**config.mk**
```make
export PLATFORM = sky130hd
export DESIGN_NAME = wdt_timer
export DESIGN_NICKNAME = d
export VERILOG_FILES = /design/src/wdt_pkg.sv /design/src/wdt_core_if.sv /design/src/wdt_core.sv /design/src/wdt_timer.sv
export SDC_FILE = /design/constraint.sdc
export NUM_CORES = 1
export LEC_CHECK = 0
export BUFFER_PORTS_ARGS = -buffer_cell sky130_fd_sc_hd__buf_2
export CAP_MARGIN = 20
export CORE_ASPECT_RATIO = 2
export CORE_MARGIN = 5
export CORE_UTILIZATION = 40
export CTS_BUF_LIST = sky130_fd_sc_hd__clkbuf_8
export DETAILED_ROUTE_END_ITERATION = 10
export GPL_TIMING_DRIVEN = 0
export PLACE_DENSITY = 0.72
export RECOVER_POWER = 100
export SLEW_MARGIN = 10
export SYNTH_ARGS = -nofsm -noshare
export SYNTH_HDL_FRONTEND = slang
export SYNTH_SLANG_ARGS = --single-unit
```
**constraint.sdc**
```tcl
create_clock -name clk -period 3.5 [get_ports clk]
set_input_delay 0.7 -clock clk [delete_from_list [all_inputs] [get_ports clk]]
set_output_delay 0.7 -clock clk [all_outputs]
set_load 0.1 [all_outputs]
```
**src/wdt_pkg.sv**
```systemverilog
// constants, register map and types shared by the watchdog timer files
package wdt_pkg;

    // ****************************************
    // clock and timing
    // ****************************************
    localparam int unsigned CLK_HZ = 40_000_000; // system clock rate
    localparam int unsigned CLK_PERIOD_NS = 25; // one system clock period
    localparam int unsigned PREWARN_TIME_NS = 1000; // least warning time before reset
    // least time, so round up to whole cycles
    localparam int unsigned PREWARN_CYCLES = (PREWARN_TIME_NS + CLK_PERIOD_NS - 1) / CLK_PERIOD_NS;
    localparam int unsigned PW_CNT_W = 6; // width of the warning counter

    // ****************************************
    // prescaler and counter
    // ****************************************
    localparam int unsigned FAST_DIV = 256; // short ratio
    localparam int unsigned SLOW_DIV_DEF = 16384; // long ratio, top parameter default
    localparam int unsigned PRESC_W = 14; // prescaler width, holds up to 16383
    localparam int unsigned CNT_W = 16; // watchdog counter width
    localparam logic [15:0] CNT_MAX = 16'hFFFF; // last count before overflow
    // 254 fast ticks: about 6.5 ms at a 10 MHz system clock
    localparam logic [15:0] RELOAD_RST = 16'hFF02;
    localparam logic RATIO_RST = 1'b0; // 0 selects the short ratio

    // ****************************************
    // register map, byte addresses
    // ****************************************
    localparam int unsigned ADDR_W = 8;
    localparam logic [7:0] OFS_CTRL = 8'h00; // ratio select
    localparam logic [7:0] OFS_RELOAD = 8'h04; // reload value
    localparam logic [7:0] OFS_SERVICE = 8'h08; // any write services
    localparam logic [7:0] OFS_COMMAND = 8'h0C; // enable and disable instructions
    localparam logic [7:0] OFS_COUNT = 8'h10; // live count and state
    localparam logic [7:0] OFS_IRQ_STATUS = 8'h14; // sticky events, read only
    localparam logic [7:0] OFS_IRQ_CLEAR = 8'h18; // write one to clear
    localparam logic [7:0] OFS_IRQ_ENABLE = 8'h1C; // event mask

    // ****************************************
    // field positions and reset values
    // ****************************************
    localparam int unsigned CTRL_RATIO_BIT = 0; // 1 selects the long ratio
    localparam int unsigned CMD_DISABLE_INSTR_BIT = 0; // watchdog_disable_instr
    localparam int unsigned CMD_ENABLE_INSTR_BIT = 1; // watchdog_enable_instr
    localparam int unsigned COUNT_RUN_BIT = 16; // counter running
    localparam int unsigned COUNT_RESREQ_BIT = 17; // reset request raised
    localparam int unsigned IRQ_W = 2;
    localparam int unsigned IRQ_PREWARN_BIT = 0; // counter overflowed
    localparam int unsigned IRQ_REFUSED_BIT = 1; // service refused after overflow
    localparam logic [1:0] IRQ_ENABLE_RST = 2'h1; // prewarning on by default

    // ****************************************
    // control states
    // ****************************************
    typedef enum logic [1:0] {
        ST_RUN,
        ST_STOP,
        ST_PREWARN,
        ST_RESREQ
    } wdt_state_type;

endpackage

```
**src/wdt_core_if.sv**
```systemverilog
// signals between the watchdog control logic and its counting core
`timescale 1ns/1ps
interface wdt_core_if;
    logic run; // counting allowed
    logic service; // one-cycle reload strobe
    logic ratioSlow; // pending ratio, taken on service
    logic [15:0] reload; // pending reload value
    logic [15:0] count; // live counter
    logic tick; // prescaler terminal
    logic overflow; // one-cycle wrap pulse

    modport ctrl (output run, service, ratioSlow, reload, input count, tick, overflow);
    modport core (input run, service, ratioSlow, reload, output count, tick, overflow);
endinterface

```
**src/wdt_core.sv**
```systemverilog
// prescaler and 16-bit up-counter of the watchdog timer
`timescale 1ns/1ps
module wdt_core #(
    parameter int unsigned SLOW_DIV = wdt_pkg::SLOW_DIV_DEF
) (
    // clock and reset
    input wire logic clk,
    input wire logic sys_rst,
    // control side
    wdt_core_if.core bus
);

    // ****************************************
    // state
    // ****************************************
    logic [13:0] presc_reg; // prescaler, cleared by service
    logic activeSlow_reg; // ratio in force until next service
    logic [15:0] count_reg; // watchdog counter
    logic [13:0] gap_reg; // helper: cycles counted since last tick

    // terminal prescaler value for a ratio
    function automatic logic [13:0] prescTerminal(input logic slow);
        prescTerminal = slow ? 14'(SLOW_DIV - 1) : 14'(wdt_pkg::FAST_DIV - 1);
    endfunction

    assign bus.tick = bus.run && (presc_reg == prescTerminal(activeSlow_reg));
    assign bus.overflow = bus.tick && (count_reg == wdt_pkg::CNT_MAX);
    assign bus.count = count_reg;

    // prescaler: frozen while stopped, restarts from zero on service
    always_ff @(posedge clk or posedge sys_rst) begin
        if (sys_rst) begin
            presc_reg <= 14'h0000;
        end else if (bus.service) begin
            presc_reg <= 14'h0000;
        end else if (bus.tick) begin
            presc_reg <= 14'h0000;
        end else if (bus.run) begin
            presc_reg <= presc_reg + 14'h0001;
        end
    end

    // ratio change waits for a service so a running interval is not cut short
    always_ff @(posedge clk or posedge sys_rst) begin
        if (sys_rst) begin
            activeSlow_reg <= wdt_pkg::RATIO_RST;
        end else if (bus.service) begin
            activeSlow_reg <= bus.ratioSlow;
        end
    end

    // counter: reloads on service and on wrap
    always_ff @(posedge clk or posedge sys_rst) begin
        if (sys_rst) begin
            count_reg <= wdt_pkg::RELOAD_RST;
        end else if (bus.service) begin
            count_reg <= bus.reload;
        end else if (bus.overflow) begin
            count_reg <= bus.reload;
        end else if (bus.tick) begin
            count_reg <= count_reg + 16'h0001;
        end
    end

    // helper for the tick spacing check only
    always_ff @(posedge clk or posedge sys_rst) begin
        if (sys_rst) begin
            gap_reg <= 14'h0000;
        end else if (bus.service || bus.tick) begin
            gap_reg <= 14'h0000;
        end else if (bus.run) begin
            gap_reg <= gap_reg + 14'h0001;
        end
    end
endmodule

```
**src/wdt_timer.sv**
```systemverilog
// watchdog timer top: APB registers, run control, prewarning and reset request
// Overview of operation
// - counter runs enabled after every reset
// - disable and enable instructions stop, restart counting
// - overflow gives prewarning interrupt, then reset request
// - 16-bit counter ticks at clock/16384 or /256
// - counter loads from programmable reload value
// - service reloads counter and clears prescaler
// - intervals span 6.4 us to 26.8 s at 40 MHz
// - reset defaults give about 6.5 ms at 10 MHz
`timescale 1ns/1ps
module wdt_timer #(
    parameter int unsigned SLOW_DIV = wdt_pkg::SLOW_DIV_DEF // long prescaler ratio
) (
    // clock and reset
    input wire logic clk,
    input wire logic sys_rst,
    // apb slave
    input wire logic psel,
    input wire logic penable,
    input wire logic pwrite,
    input wire logic [7:0] paddr,
    input wire logic [31:0] pwdata,
    output logic [31:0] prdata,
    output logic pready,
    output logic pslverr,
    // system side
    output logic irq,
    output logic resetReq
);

    // ****************************************
    // declarations
    // ****************************************
    localparam int PW_N = int'(wdt_pkg::PREWARN_CYCLES); // cycles from overflow to reset request

    wdt_core_if coreBus(); // link to the counting core

    logic ratioSlow_reg; // software ratio select
    logic [15:0] reloadValue_reg; // software reload value
    logic [1:0] irqStatus_reg; // sticky events
    logic [1:0] irqStatus_next;
    logic [1:0] irqEnable_reg; // event mask
    wdt_pkg::wdt_state_type state_reg; // run control
    wdt_pkg::wdt_state_type state_next;
    logic [5:0] pwCnt_reg; // cycles spent in prewarning
    logic resetReq_reg; // reset request, held until system reset
    logic [31:0] prdata_reg; // read data captured in setup phase

    logic wrAccess; // write taken at this edge
    logic svcWrite; // service register written
    logic disInstr; // disable instruction executed
    logic enInstr; // enable instruction executed
    logic warnDone; // last prewarning cycle
    logic [1:0] irqSet; // events this cycle
    logic [1:0] irqClr; // clears this cycle

    // ****************************************
    // bus decode
    // ****************************************
    // write strobe for one register
    function automatic logic wrHit(input logic en, input logic [7:0] a, input logic [7:0] ofs);
        wrHit = en && (a == ofs);
    endfunction

    // every offset of the map, write-only ones included
    function automatic logic isMapped(input logic [7:0] a);
        case (a)
            wdt_pkg::OFS_CTRL, wdt_pkg::OFS_RELOAD, wdt_pkg::OFS_SERVICE,
            wdt_pkg::OFS_COMMAND, wdt_pkg::OFS_COUNT, wdt_pkg::OFS_IRQ_STATUS,
            wdt_pkg::OFS_IRQ_CLEAR, wdt_pkg::OFS_IRQ_ENABLE: isMapped = 1'b1;
            default: isMapped = 1'b0;
        endcase
    endfunction

    // zero wait states; unmapped addresses answer with an error and no effect
    assign pready = 1'b1;
    assign pslverr = psel && penable && !isMapped(paddr);
    assign wrAccess = psel && penable && pwrite && isMapped(paddr);
    assign prdata = prdata_reg;

    assign svcWrite = wrHit(wrAccess, paddr, wdt_pkg::OFS_SERVICE);
    assign disInstr = wrHit(wrAccess, paddr, wdt_pkg::OFS_COMMAND)
        && pwdata[wdt_pkg::CMD_DISABLE_INSTR_BIT];
    assign enInstr = wrHit(wrAccess, paddr, wdt_pkg::OFS_COMMAND)
        && pwdata[wdt_pkg::CMD_ENABLE_INSTR_BIT];

    // ****************************************
    // configuration registers
    // ****************************************
    // ratio only reaches the counter on the next service, reload on the next service or wrap
    always_ff @(posedge clk or posedge sys_rst) begin
        if (sys_rst) begin
            ratioSlow_reg <= wdt_pkg::RATIO_RST;
            reloadValue_reg <= wdt_pkg::RELOAD_RST;
        end else begin
            if (wrHit(wrAccess, paddr, wdt_pkg::OFS_CTRL)) begin
                ratioSlow_reg <= pwdata[wdt_pkg::CTRL_RATIO_BIT];
            end
            if (wrHit(wrAccess, paddr, wdt_pkg::OFS_RELOAD)) begin
                reloadValue_reg <= pwdata[15:0];
            end
        end
    end

    // interrupt mask
    always_ff @(posedge clk or posedge sys_rst) begin
        if (sys_rst) begin
            irqEnable_reg <= wdt_pkg::IRQ_ENABLE_RST;
        end else if (wrHit(wrAccess, paddr, wdt_pkg::OFS_IRQ_ENABLE)) begin
            irqEnable_reg <= pwdata[1:0];
        end
    end

    // ****************************************
    // core hookup
    // ****************************************
    // a service after overflow is refused: the reset request is committed
    assign coreBus.run = (state_reg == wdt_pkg::ST_RUN);
    assign coreBus.service = svcWrite && (state_reg == wdt_pkg::ST_RUN
        || state_reg == wdt_pkg::ST_STOP);
    assign coreBus.ratioSlow = ratioSlow_reg;
    assign coreBus.reload = reloadValue_reg;

    wdt_core #(
        .SLOW_DIV(SLOW_DIV)
    ) i_wdt_core (
        .clk(clk),
        .sys_rst(sys_rst),
        .bus(coreBus.core)
    );

    // ****************************************
    // run control
    // ****************************************
    assign warnDone = (pwCnt_reg == 6'(PW_N - 1));

    // next state; overflow beats a disable in the same cycle to stay fail-safe
    always_comb begin
        state_next = state_reg;
        case (state_reg)
            wdt_pkg::ST_RUN: begin
                if (coreBus.overflow) begin
                    state_next = wdt_pkg::ST_PREWARN;
                end else if (disInstr) begin
                    state_next = wdt_pkg::ST_STOP;
                end
            end
            wdt_pkg::ST_STOP: begin
                // disable wins if both bits are written together
                if (enInstr && !disInstr) begin
                    state_next = wdt_pkg::ST_RUN;
                end
            end
            wdt_pkg::ST_PREWARN: begin
                if (warnDone) begin
                    state_next = wdt_pkg::ST_RESREQ;
                end
            end
            wdt_pkg::ST_RESREQ: begin
                state_next = wdt_pkg::ST_RESREQ; // only a system reset leaves
            end
            default: begin
                state_next = wdt_pkg::ST_RUN;
            end
        endcase
    end

    // state register; reset lands in counting without software help
    always_ff @(posedge clk or posedge sys_rst) begin
        if (sys_rst) begin
            state_reg <= wdt_pkg::ST_RUN;
        end else begin
            state_reg <= state_next;
        end
    end

    // warning time counter
    always_ff @(posedge clk or posedge sys_rst) begin
        if (sys_rst) begin
            pwCnt_reg <= 6'h00;
        end else if (state_reg != wdt_pkg::ST_PREWARN) begin
            pwCnt_reg <= 6'h00;
        end else if (!warnDone) begin
            pwCnt_reg <= pwCnt_reg + 6'h01;
        end
    end

    // reset request, level until the system resets this block
    always_ff @(posedge clk or posedge sys_rst) begin
        if (sys_rst) begin
            resetReq_reg <= 1'b0;
        end else if (state_reg == wdt_pkg::ST_PREWARN && warnDone) begin
            resetReq_reg <= 1'b1;
        end
    end
    assign resetReq = resetReq_reg;

    // ****************************************
    // interrupts
    // ****************************************
    always_comb begin
        irqSet = 2'h0;
        irqSet[wdt_pkg::IRQ_PREWARN_BIT] = (state_reg == wdt_pkg::ST_RUN) && coreBus.overflow;
        irqSet[wdt_pkg::IRQ_REFUSED_BIT] = svcWrite && !coreBus.service;
        irqClr = wrHit(wrAccess, paddr, wdt_pkg::OFS_IRQ_CLEAR) ? pwdata[1:0] : 2'h0;
        // a new event wins over a clear in the same cycle
        irqStatus_next = (irqStatus_reg & ~irqClr) | irqSet;
    end

    // sticky status
    always_ff @(posedge clk or posedge sys_rst) begin
        if (sys_rst) begin
            irqStatus_reg <= 2'h0;
        end else begin
            irqStatus_reg <= irqStatus_next;
        end
    end

    // level output while any enabled event is pending
    assign irq = |(irqStatus_reg & irqEnable_reg);

    // ****************************************
    // read path
    // ****************************************
    // captured in the setup phase so data comes from a flop at the access phase
    always_ff @(posedge clk or posedge sys_rst) begin
        if (sys_rst) begin
            prdata_reg <= 32'h00000000;
        end else if (psel && !penable && !pwrite) begin
            case (paddr)
                wdt_pkg::OFS_CTRL: prdata_reg <= {31'h00000000, ratioSlow_reg};
                wdt_pkg::OFS_RELOAD: prdata_reg <= {16'h0000, reloadValue_reg};
                wdt_pkg::OFS_COUNT: prdata_reg <= {14'h0000, resetReq_reg,
                    coreBus.run, coreBus.count};
                wdt_pkg::OFS_IRQ_STATUS: prdata_reg <= {30'h00000000, irqStatus_reg};
                wdt_pkg::OFS_IRQ_ENABLE: prdata_reg <= {30'h00000000, irqEnable_reg};
                default: prdata_reg <= 32'h00000000; // write-only and unmapped
            endcase
        end
    end
endmodule
```
# == Word level (Yosys, flattened, before mapping) ==
# Memories as Yosys holds them, arrays and structs flattened.
# Index checks and enable logic that the tools add are counted.
# W data, S select, Z words.
# word_totals
n_memories,2
in_bits,45
word_cells,90
mem_bits_ro,64
output_inout_bits,36
reg_bits,93
# memory_table
name,words,word_bits,rd,rd_ports_with_merged_regs,wr,line_no,text
(no name shown),32,1,1,0,0,wdt_timer.sv:68,case (a)
(no name shown),32,1,1,0,0,wdt_timer.sv:68,
# classes
n_eq_ne,18
mux,18
n_reduce_logical,34
n_addsub,3
n_bitwise,4
# op_table
cell,n
$pmux W18 S5,1
$mux W14,4
$mux W16,3
$eq A8 B5 Y1 const B,4
$logic_and A1 B1 Y1,21
$add A16 B1 Y16 const B,1
$eq A16 B16 Y1 const B,1
$eq A8 B4 Y1 const B,2
$add A14 B1 Y14 const B,1
$eq A14 B14 Y1,1
$mux W6,2
$mux W2,5
$eq A8 B3 Y1 const B,1
$logic_not A8 Y1,1
$pmux W2 S4,1
$add A6 B1 Y6 const B,1
$eq A6 B6 Y1 const B,1
$reduce_bool A3 Y1,2
$logic_not A1 Y1,5
$and A2 B2 Y2,2
$eq A2 B2 Y1 const B,2
$ne A2 B1 Y1 const B,2
$ne A2 B2 Y1 const B,2
$logic_not A3 Y1,1
other kinds (9),10

# == Depth between registers and ports, before layout ==
# Gate-level depths: netlist of run 1.
# depth
word_depth,9
mapped_depth,8
ltp_nobuf,6

# == Cells and area by module ==
# Synthesis of run 1 repeated with hierarchy kept, for this count alone.
# hier_totals
hier_cells,426
area_unflattened_um2,4455.5
# modules_own_cells
mod,cells_per_inst,seq_area_each_um2,instances,area_per_inst_um2
wdt_timer,221,1213.7,1,2429.8
wdt_core,205,787.0,1,2025.7

# == Least setup slack after synthesis of run 1 ==
# Ideal clock, no wire load.
# synth_path
path_type,input-to-reg
start,input paddr[7]
end,"register reloadValue_reg[0], in the netlist coreBus.reload[0]"
arrival_ps,2380
path_slack_ps,995
setup_time_ps,125
path_buffers,2
required_time_ps,3375
path_stages,7
path_cell_list,nor3_1 > nand3_1 > nor3_1 > nor2b_1 > buf_2 > buf_2 > mux2_2
# synth_between
elab_chain_cells,4
elab_cells_between_ends,5
classes_between,1 x eq/ne; 1 x mux; 3 x reduce/logical
# synth_lines
item,line_no,text
start: declaration,wdt_timer.sv:22,"input wire logic [7:0] paddr,"
$logic_not A3 Y1,wdt_timer.sv:68,
$mux W1,wdt_timer.sv:68,
$logic_and A1 B1 Y1,wdt_timer.sv:79,assign wrAccess = psel && penable && pwrite && isMapped(paddr);
$logic_and A1 B1 Y1 (*),wdt_timer.sv:63,wrHit = en && (a == ofs);
end signal: assignment,wdt_timer.sv:95,reloadValue_reg <= wdt_pkg::RELOAD_RST;
end signal: assignment,wdt_timer.sv:101,reloadValue_reg <= pwdata[15:0];
end: declaration,wdt_timer.sv:40,logic [15:0] reloadValue_reg;
# Mark *: on every way between the ends. The rest lies on a longest branch, timed or not.
# A chain may end at the register's enable or synchronous reset.

# == Final worst setup path of run 1 ==
# layout_path
start,input paddr[7]
end,"register reloadValue_reg[5], in the netlist coreBus.reload[5]"
# The elaborated chain is that of the path after synthesis.

==> results of run 1 <==
==> power groups by stage <==
stage	registers, uW	clock network (uW)	logic [uW]
after detailed placement	947	0	185
after global placement	947	0	177
after floorplan	945	0	142
after CTS	930	752	185
final	930	735	179
after global routing	931	788	193
==> metrics by stage <==
stage / utilization / worst slack [ps] / instances / TNS, ps / instance area [um^2]
after global placement: 0.4532 / -67.24 / 649 / -3724 / 4778
final: 0.4666 / 411.1 / 666 / 0 / 4920
after detailed placement: 0.4560 / 15.36 / 650 / 0 / 4808
after global routing: 0.4666 / 194.7 / 666 / 0 / 4920
after floorplan: - / 808.1 / 463 / 0 / 4362
after CTS: 0.4762 / 396.6 / 666 / 0 / 5021
==> critical path, stage by stage <==
cell and delay, ps:
sky130_fd_sc_hd__clkbuf_1 90, sky130_fd_sc_hd__nor3_1 320, sky130_fd_sc_hd__nand3_1 210, sky130_fd_sc_hd__nor3_1 710, sky130_fd_sc_hd__nor2b_1 300, sky130_fd_sc_hd__buf_2 260
sky130_fd_sc_hd__clkbuf_2 340, sky130_fd_sc_hd__mux2_2 380
==> worst paths after layout <==
kind                         startpoint                       to  slack (ps)  cells past startpoint
min in group clk             prdata[15]               prdata[15]         490                      2
hold / removal                  sys_rst                prdata[9]         330                      2
hold reg to reg              prdata[15]               prdata[15]         490                      2
max in group asynchronous       sys_rst        coreBus.reload[7]        1200                      3
setup / recovery               paddr[7]        coreBus.reload[5]         410                      8
setup reg to reg           state_reg[1]  i_wdt_core.presc_reg[8]         710                      5
==> area by class of cell <==
| type | instances | area, um^2 | area share |
|---|---|---|---|
| Multi-Input combinational cell | 345 | 2108 | 0.4285 |
| Sequential cell | 79 | 2001 | 0.4067 |
| Timing Repair Buffer | 50 | 220.2 | 0.04476 |
| Buffer | 33 | 182.7 | 0.03713 |
| Tap cell | 137 | 171.4 | 0.03484 |
| Clock buffer | 9 | 123.9 | 0.02518 |
| Clock inverter | 7 | 88.84 | 0.01806 |
| Inverter | 6 | 23.77 | 0.004832 |
==> cells by family (layout without fill, tap and decap cells) <==
logic type	count (synthesis)	count (layout)	share of synthesized area
and+or+nand+nor	185	185	0.2121
xor gates and xnor gates	17	17	0.03452
AOI/OAI and AO/OA	98	98	0.1599
other	2	15	0.001741
buffers and inverters	39	105	0.05106
muxes	27	27	0.06818
DFF	79	79	0.4639
adders and majority gates	3	3	0.008704
==> synth_stat cells, types with 7 or more instances <==
master,number
sky130_fd_sc_hd__o21ai_0,31
sky130_fd_sc_hd__nand3_1,23
sky130_fd_sc_hd__xnor2_1,11
sky130_fd_sc_hd__nor2_1,42
sky130_fd_sc_hd__buf_4,15
sky130_fd_sc_hd__a21oi_1,15
sky130_fd_sc_hd__mux2i_1,8
sky130_fd_sc_hd__nand2_1,55
sky130_fd_sc_hd__a211oi_1,7
sky130_fd_sc_hd__mux2_2,19
sky130_fd_sc_hd__clkbuf_1,12
sky130_fd_sc_hd__dfstp_2,19
sky130_fd_sc_hd__and3_1,8
sky130_fd_sc_hd__a22oi_1,14
sky130_fd_sc_hd__nand4_1,12
sky130_fd_sc_hd__nor3_1,13
sky130_fd_sc_hd__dfrtp_1,60
==> per-layer routing <==
metal  share of wire  global-route usage
met2            0.57              0.3564
met5               0                   0
met3           0.024             0.02950
met4           0.063              0.1281
met1            0.34              0.1658
==> qor.yml, run 1 <==
die:
  die_y_um: 156.9
  dieWidth_um: 83.43
  floorplan.rows: 53
  start_util: 0.4090
  design.portCount: 81
  die_area_um2: 13090
  core_region_area_um2: 10540
sta:
  unrepaired_setup_endpoints_after_global_routing: "false"
  final_setup_violation_count: 0
  period_minus_slack_ps: 3089
  timing_worst_slew_pin_value_ps: 1716
  period_share: 0.8826
  slew_headroom: -0.1547
  finalClockSkew_ps: 7.591
  hold_ws_ps: 334.1
  finalHoldViolCount: 0
  drv_slew: 78
  fmax_mhz: 323.7
power:
  p_int_uw: 1359
  power.sequential.fraction: 0.504
  clockPowerShare: 0.399
  combPwrFrac: 0.097
  cellLeakagePower_uw: 0.002083
  totalPowerFinal_uw: 1845
  power.switching_fraction: 0.2630
  switchingPower_uw: 485.2
  p_per_area_nw_per_um2: 375.0
  worst_ir_drop_vdd_mv: 0.2684
clock_tree:
  cts_root_buf: "sky130_fd_sc_hd__clkbuf_8"
  clk_pin_slew_worst_paths_ps: 80
  htree_levels: 3
  cts_setup_buffers: 0
  cts_num_sinks: 79
  clk-insertion-delay-late_ps: 360
  cts.repair.resized: 0
  clockBufferDepth: 2
  cts_tree: "done"
  inserted_clock_buffers: 9
  hold_buffers: 0
layout:
  num-fill-cells: 1033
  antenna-diode-count: 0
  largest_register_ff_count: 18
  syn_to_final_growth_pct: 14.07
  layout_commonest_cell: "sky130_fd_sc_hd__dfrtp_1"
  mostFrequentLayoutCells: "60 x sky130_fd_sc_hd__dfrtp_1, 55 x sky130_fd_sc_hd__nand2_1, 42 x sky130_fd_sc_hd__nor2_1"
  fin_nets: 572
  drive_gt1_frac: 0.1985
yosys:
  synth_top_area_cell: "sky130_fd_sc_hd__dfrtp_1"
  synthCells: 450
  avgSynthCellArea_um2: 9.584
  yosysWarnings: 0
  post-synth-top-area-fraction: 0.3481
  postSynthRegisterBits: 79
  synth_ff_type: "sky130_fd_sc_hd__dfrtp_1"
  synth_cell_types: 56
  synth.yosys.seq_area_share: 0.4639
  postSynth.asyncResetShare: 1.000
  netlist_top_cells_area: "sky130_fd_sc_hd__dfrtp_1 35%, sky130_fd_sc_hd__dfstp_2 12%, sky130_fd_sc_hd__mux2_2 5.0%"
  syn_std_cell_area_um2: 4313
  synth_edf_count: 0
global_routing:
  largest_net_degree_at_the_start_of_global_routing: 68
  grt_pass1_vias: 3726
  grt_first_pass_wirelength_mm: 18.64
  track_usage: 0.1819
  antenna_found_initial: 0
  grt.overflow.total: 0
outcome:
  failed_checks: "capacitance limit, slew limit"
  run_status: "finished with violations"
routing:
  routedWlPerCell_um: 17.75
  drc_errors: 0
  detailedRoute.firstPassIterationCount: 5
  postRouteAntennaNets: 0
  routed_wirelength_mm: 11.82
  initialDrtViolationCount: 180
  post_drt_via_cell_ratio: 5.491
  route.vias.total: 3657
place:
  routabilityCongestion: 0.9576
  place.port_buffers: 49
  dp_hpwl_mm: 9.088
job:
  max_cap_violations: 2
critical_path:
  critPathArrivalTime_ps: 3330
  critical_path_launch_point_type: "input pin"
  setup_crit_end_kind: "flip-flop"
  worstSetupPathType: "input pin to flip-flop"
  timing.critical_path.fanout_max: 10
  critPathRequiredTime_ps: 3740
hold_path:
  hold_path.class: "input pin to asynchronous set/reset pin"
Note: power is estimated with default switching activity, not from simulation.
==> run 2, diff against run 1 <==
- CORE_UTILIZATION: 40 -> 58
- PLACE_DENSITY: 0.72 -> 0.94
==> qor.yml, run 2 (synthesis gave the netlist of run 1 again) <==
sta:
  totalNegativeSetupSlack_ps: 0
  unrepaired_setup_endpoints_after_global_routing: "false"
  finalHoldViolCount: 0
  final_setup_violation_count: 0
  timing_worst_slew_pin_value_ps: 1577
  period_share: 0.8716
  drv_slew: 66
  period_minus_slack_ps: 3051
  finalClockSkew_ps: 5.547
  slew_headroom: -0.05146
  fmax_mhz: 327.8
clock_tree:
  cts_tree: "done"
  hold_buffers: 0
  clk_pin_slew_worst_paths_ps: 80
  cts.repair.resized: 0
  htree_levels: 3
  cts_setup_buffers: 0
  clk-insertion-delay-late_ps: 370
  clockBufferDepth: 2
  cts_root_buf: "sky130_fd_sc_hd__clkbuf_8"
  cts_num_sinks: 79
  inserted_clock_buffers: 9
place:
  routabilityCongestion: 0.9639
  dp_hpwl_mm: 8.385
  place.port_buffers: 49
layout:
  drive_gt1_frac: 0.2023
  multi_input_area_um2: 2135
  antenna-diode-count: 0
  seqCellArea_um2: 2001
  mostFrequentLayoutCells: "60 x sky130_fd_sc_hd__dfrtp_1, 55 x sky130_fd_sc_hd__nand2_1, 42 x sky130_fd_sc_hd__nor2_1"
  layout_commonest_cell: "sky130_fd_sc_hd__dfrtp_1"
  syn_to_final_growth_pct: 13.75
  largest_register_ff_count: 18
  num-fill-cells: 608
  fin_nets: 572
critical_path:
  critPathArrivalTime_ps: 3300
  worstSetupPathType: "input pin to flip-flop"
  worstRegToRegCells: 6
  timing.critical_path.fanout_max: 10
  reg2reg_slack_ps: 710
  critPathRequiredTime_ps: 3750
  setup_crit_end_kind: "flip-flop"
  critical_path_launch_point_type: "input pin"
global_routing:
  antenna_found_initial: 0
  largest_net_degree_at_the_start_of_global_routing: 66
  track_usage: 0.2514
  grt.overflow.total: 0
  grt_pass1_vias: 3884
  grt_first_pass_wirelength_mm: 18.47
routing:
  drc_errors: 0
  postRouteAntennaNets: 0
  post_drt_via_cell_ratio: 6.093
  routed_wirelength_mm: 11.30
  route.vias.total: 3784
  routedWlPerCell_um: 18.19
  detailedRoute.firstPassIterationCount: 5
  initialDrtViolationCount: 314
outcome:
  run_status: "finished with violations"
  failed_checks: "capacitance limit, slew limit"
power:
  p_per_area_nw_per_um2: 387.1
  totalPowerFinal_uw: 1899
  worst_ir_drop_vdd_mv: 0.4279
  cellLeakagePower_uw: 0.002101
die:
  start_util: 0.5935
  core_region_area_um2: 7267
  design.portCount: 81
  floorplan.rows: 44
  die_area_um2: 9365
  die_y_um: 132.0
  dieWidth_um: 70.98
job:
  max_cap_violations: 1
hold_path:
  hold_path.class: "input pin to asynchronous set/reset pin"
## run 2: cell count changes in the layout (fill, tap and decap cells not counted), moves of 2 or more
| cell | previous run | this run |
|---|---|---|
| sky130_fd_sc_hd__clkinv_2 | 2 | 0 |
| sky130_fd_sc_hd__clkinvlp_4 | 2 | 0 |
| sky130_fd_sc_hd__a211oi_1 | 11 | 7 |
| sky130_fd_sc_hd__a211oi_2 | 0 | 4 |
| sky130_fd_sc_hd__inv_1 | 6 | 8 |
## run 2: worst max-delay path, stage by stage
cell and delay, ps:
sky130_fd_sc_hd__clkbuf_1 100, sky130_fd_sc_hd__nor3_1 420, sky130_fd_sc_hd__nand3_1 230, sky130_fd_sc_hd__nor3_1 580
sky130_fd_sc_hd__nor2b_1 220, sky130_fd_sc_hd__clkbuf_1 320, sky130_fd_sc_hd__buf_2 360, sky130_fd_sc_hd__mux2_2 380
## run 2: metal layers
| metal | up-vias | global-route usage | wire length (um) | part of all wire |
|---|---|---|---|---|
| met5 | - | 0 | 0 | 0 |
| met4 | 0 | 0.1454 | 487 | 0.043 |
| met3 | 34 | 0.04733 | 500 | 0.044 |
| met2 | 136 | 0.4545 | 6409 | 0.57 |
| met1 | 1858 | 0.2619 | 3902 | 0.35 |
| li1 | 1756 | - | - | - |
## run 2: final timing paths
check	from	end
worst max register to register	state_reg[1]	i_wdt_core.presc_reg[7]
worst min register to register	prdata[3]	prdata[3]
worst max-delay path	paddr[7]	coreBus.reload[7]
worst min-delay path	sys_rst	prdata[16]
max in group asynchronous	sys_rst	state_reg[0]
min in group clk	prdata[3]	prdata[3]
## run 2: through the flow
step                  util  instances  hold WS (ps)  instance area [um^2]  setup slack (ps)
floorplan                -        463         455.5                  4362             808.1
global placement    0.6498        604         462.7                  4722             19.59
detailed placement  0.6539        605         468.9                  4752             361.0
CTS                 0.6854        621         259.3                  4981             737.2
global route        0.6751        621         439.7                  4906             331.0
finish              0.6751        621         390.5                  4906             449.5
## run 2: layout make-up
type,count,area share
sequential,79,0.4078
buffer,33,0.03698
tap,92,0.02346
inverter,6,0.004846
multi-input combinational,345,0.4351
timing repair buffer,50,0.04514
clock buffer,9,0.02525
clock inverter,7,0.02142
## run 2: power by group
part	internal [uW]	switching [uW]	total, uW	leakage (uW)
registers	922	8.58	930	0.000990
logic	41.9	139	181	0.000986
clock network	464	324	788	0.000125
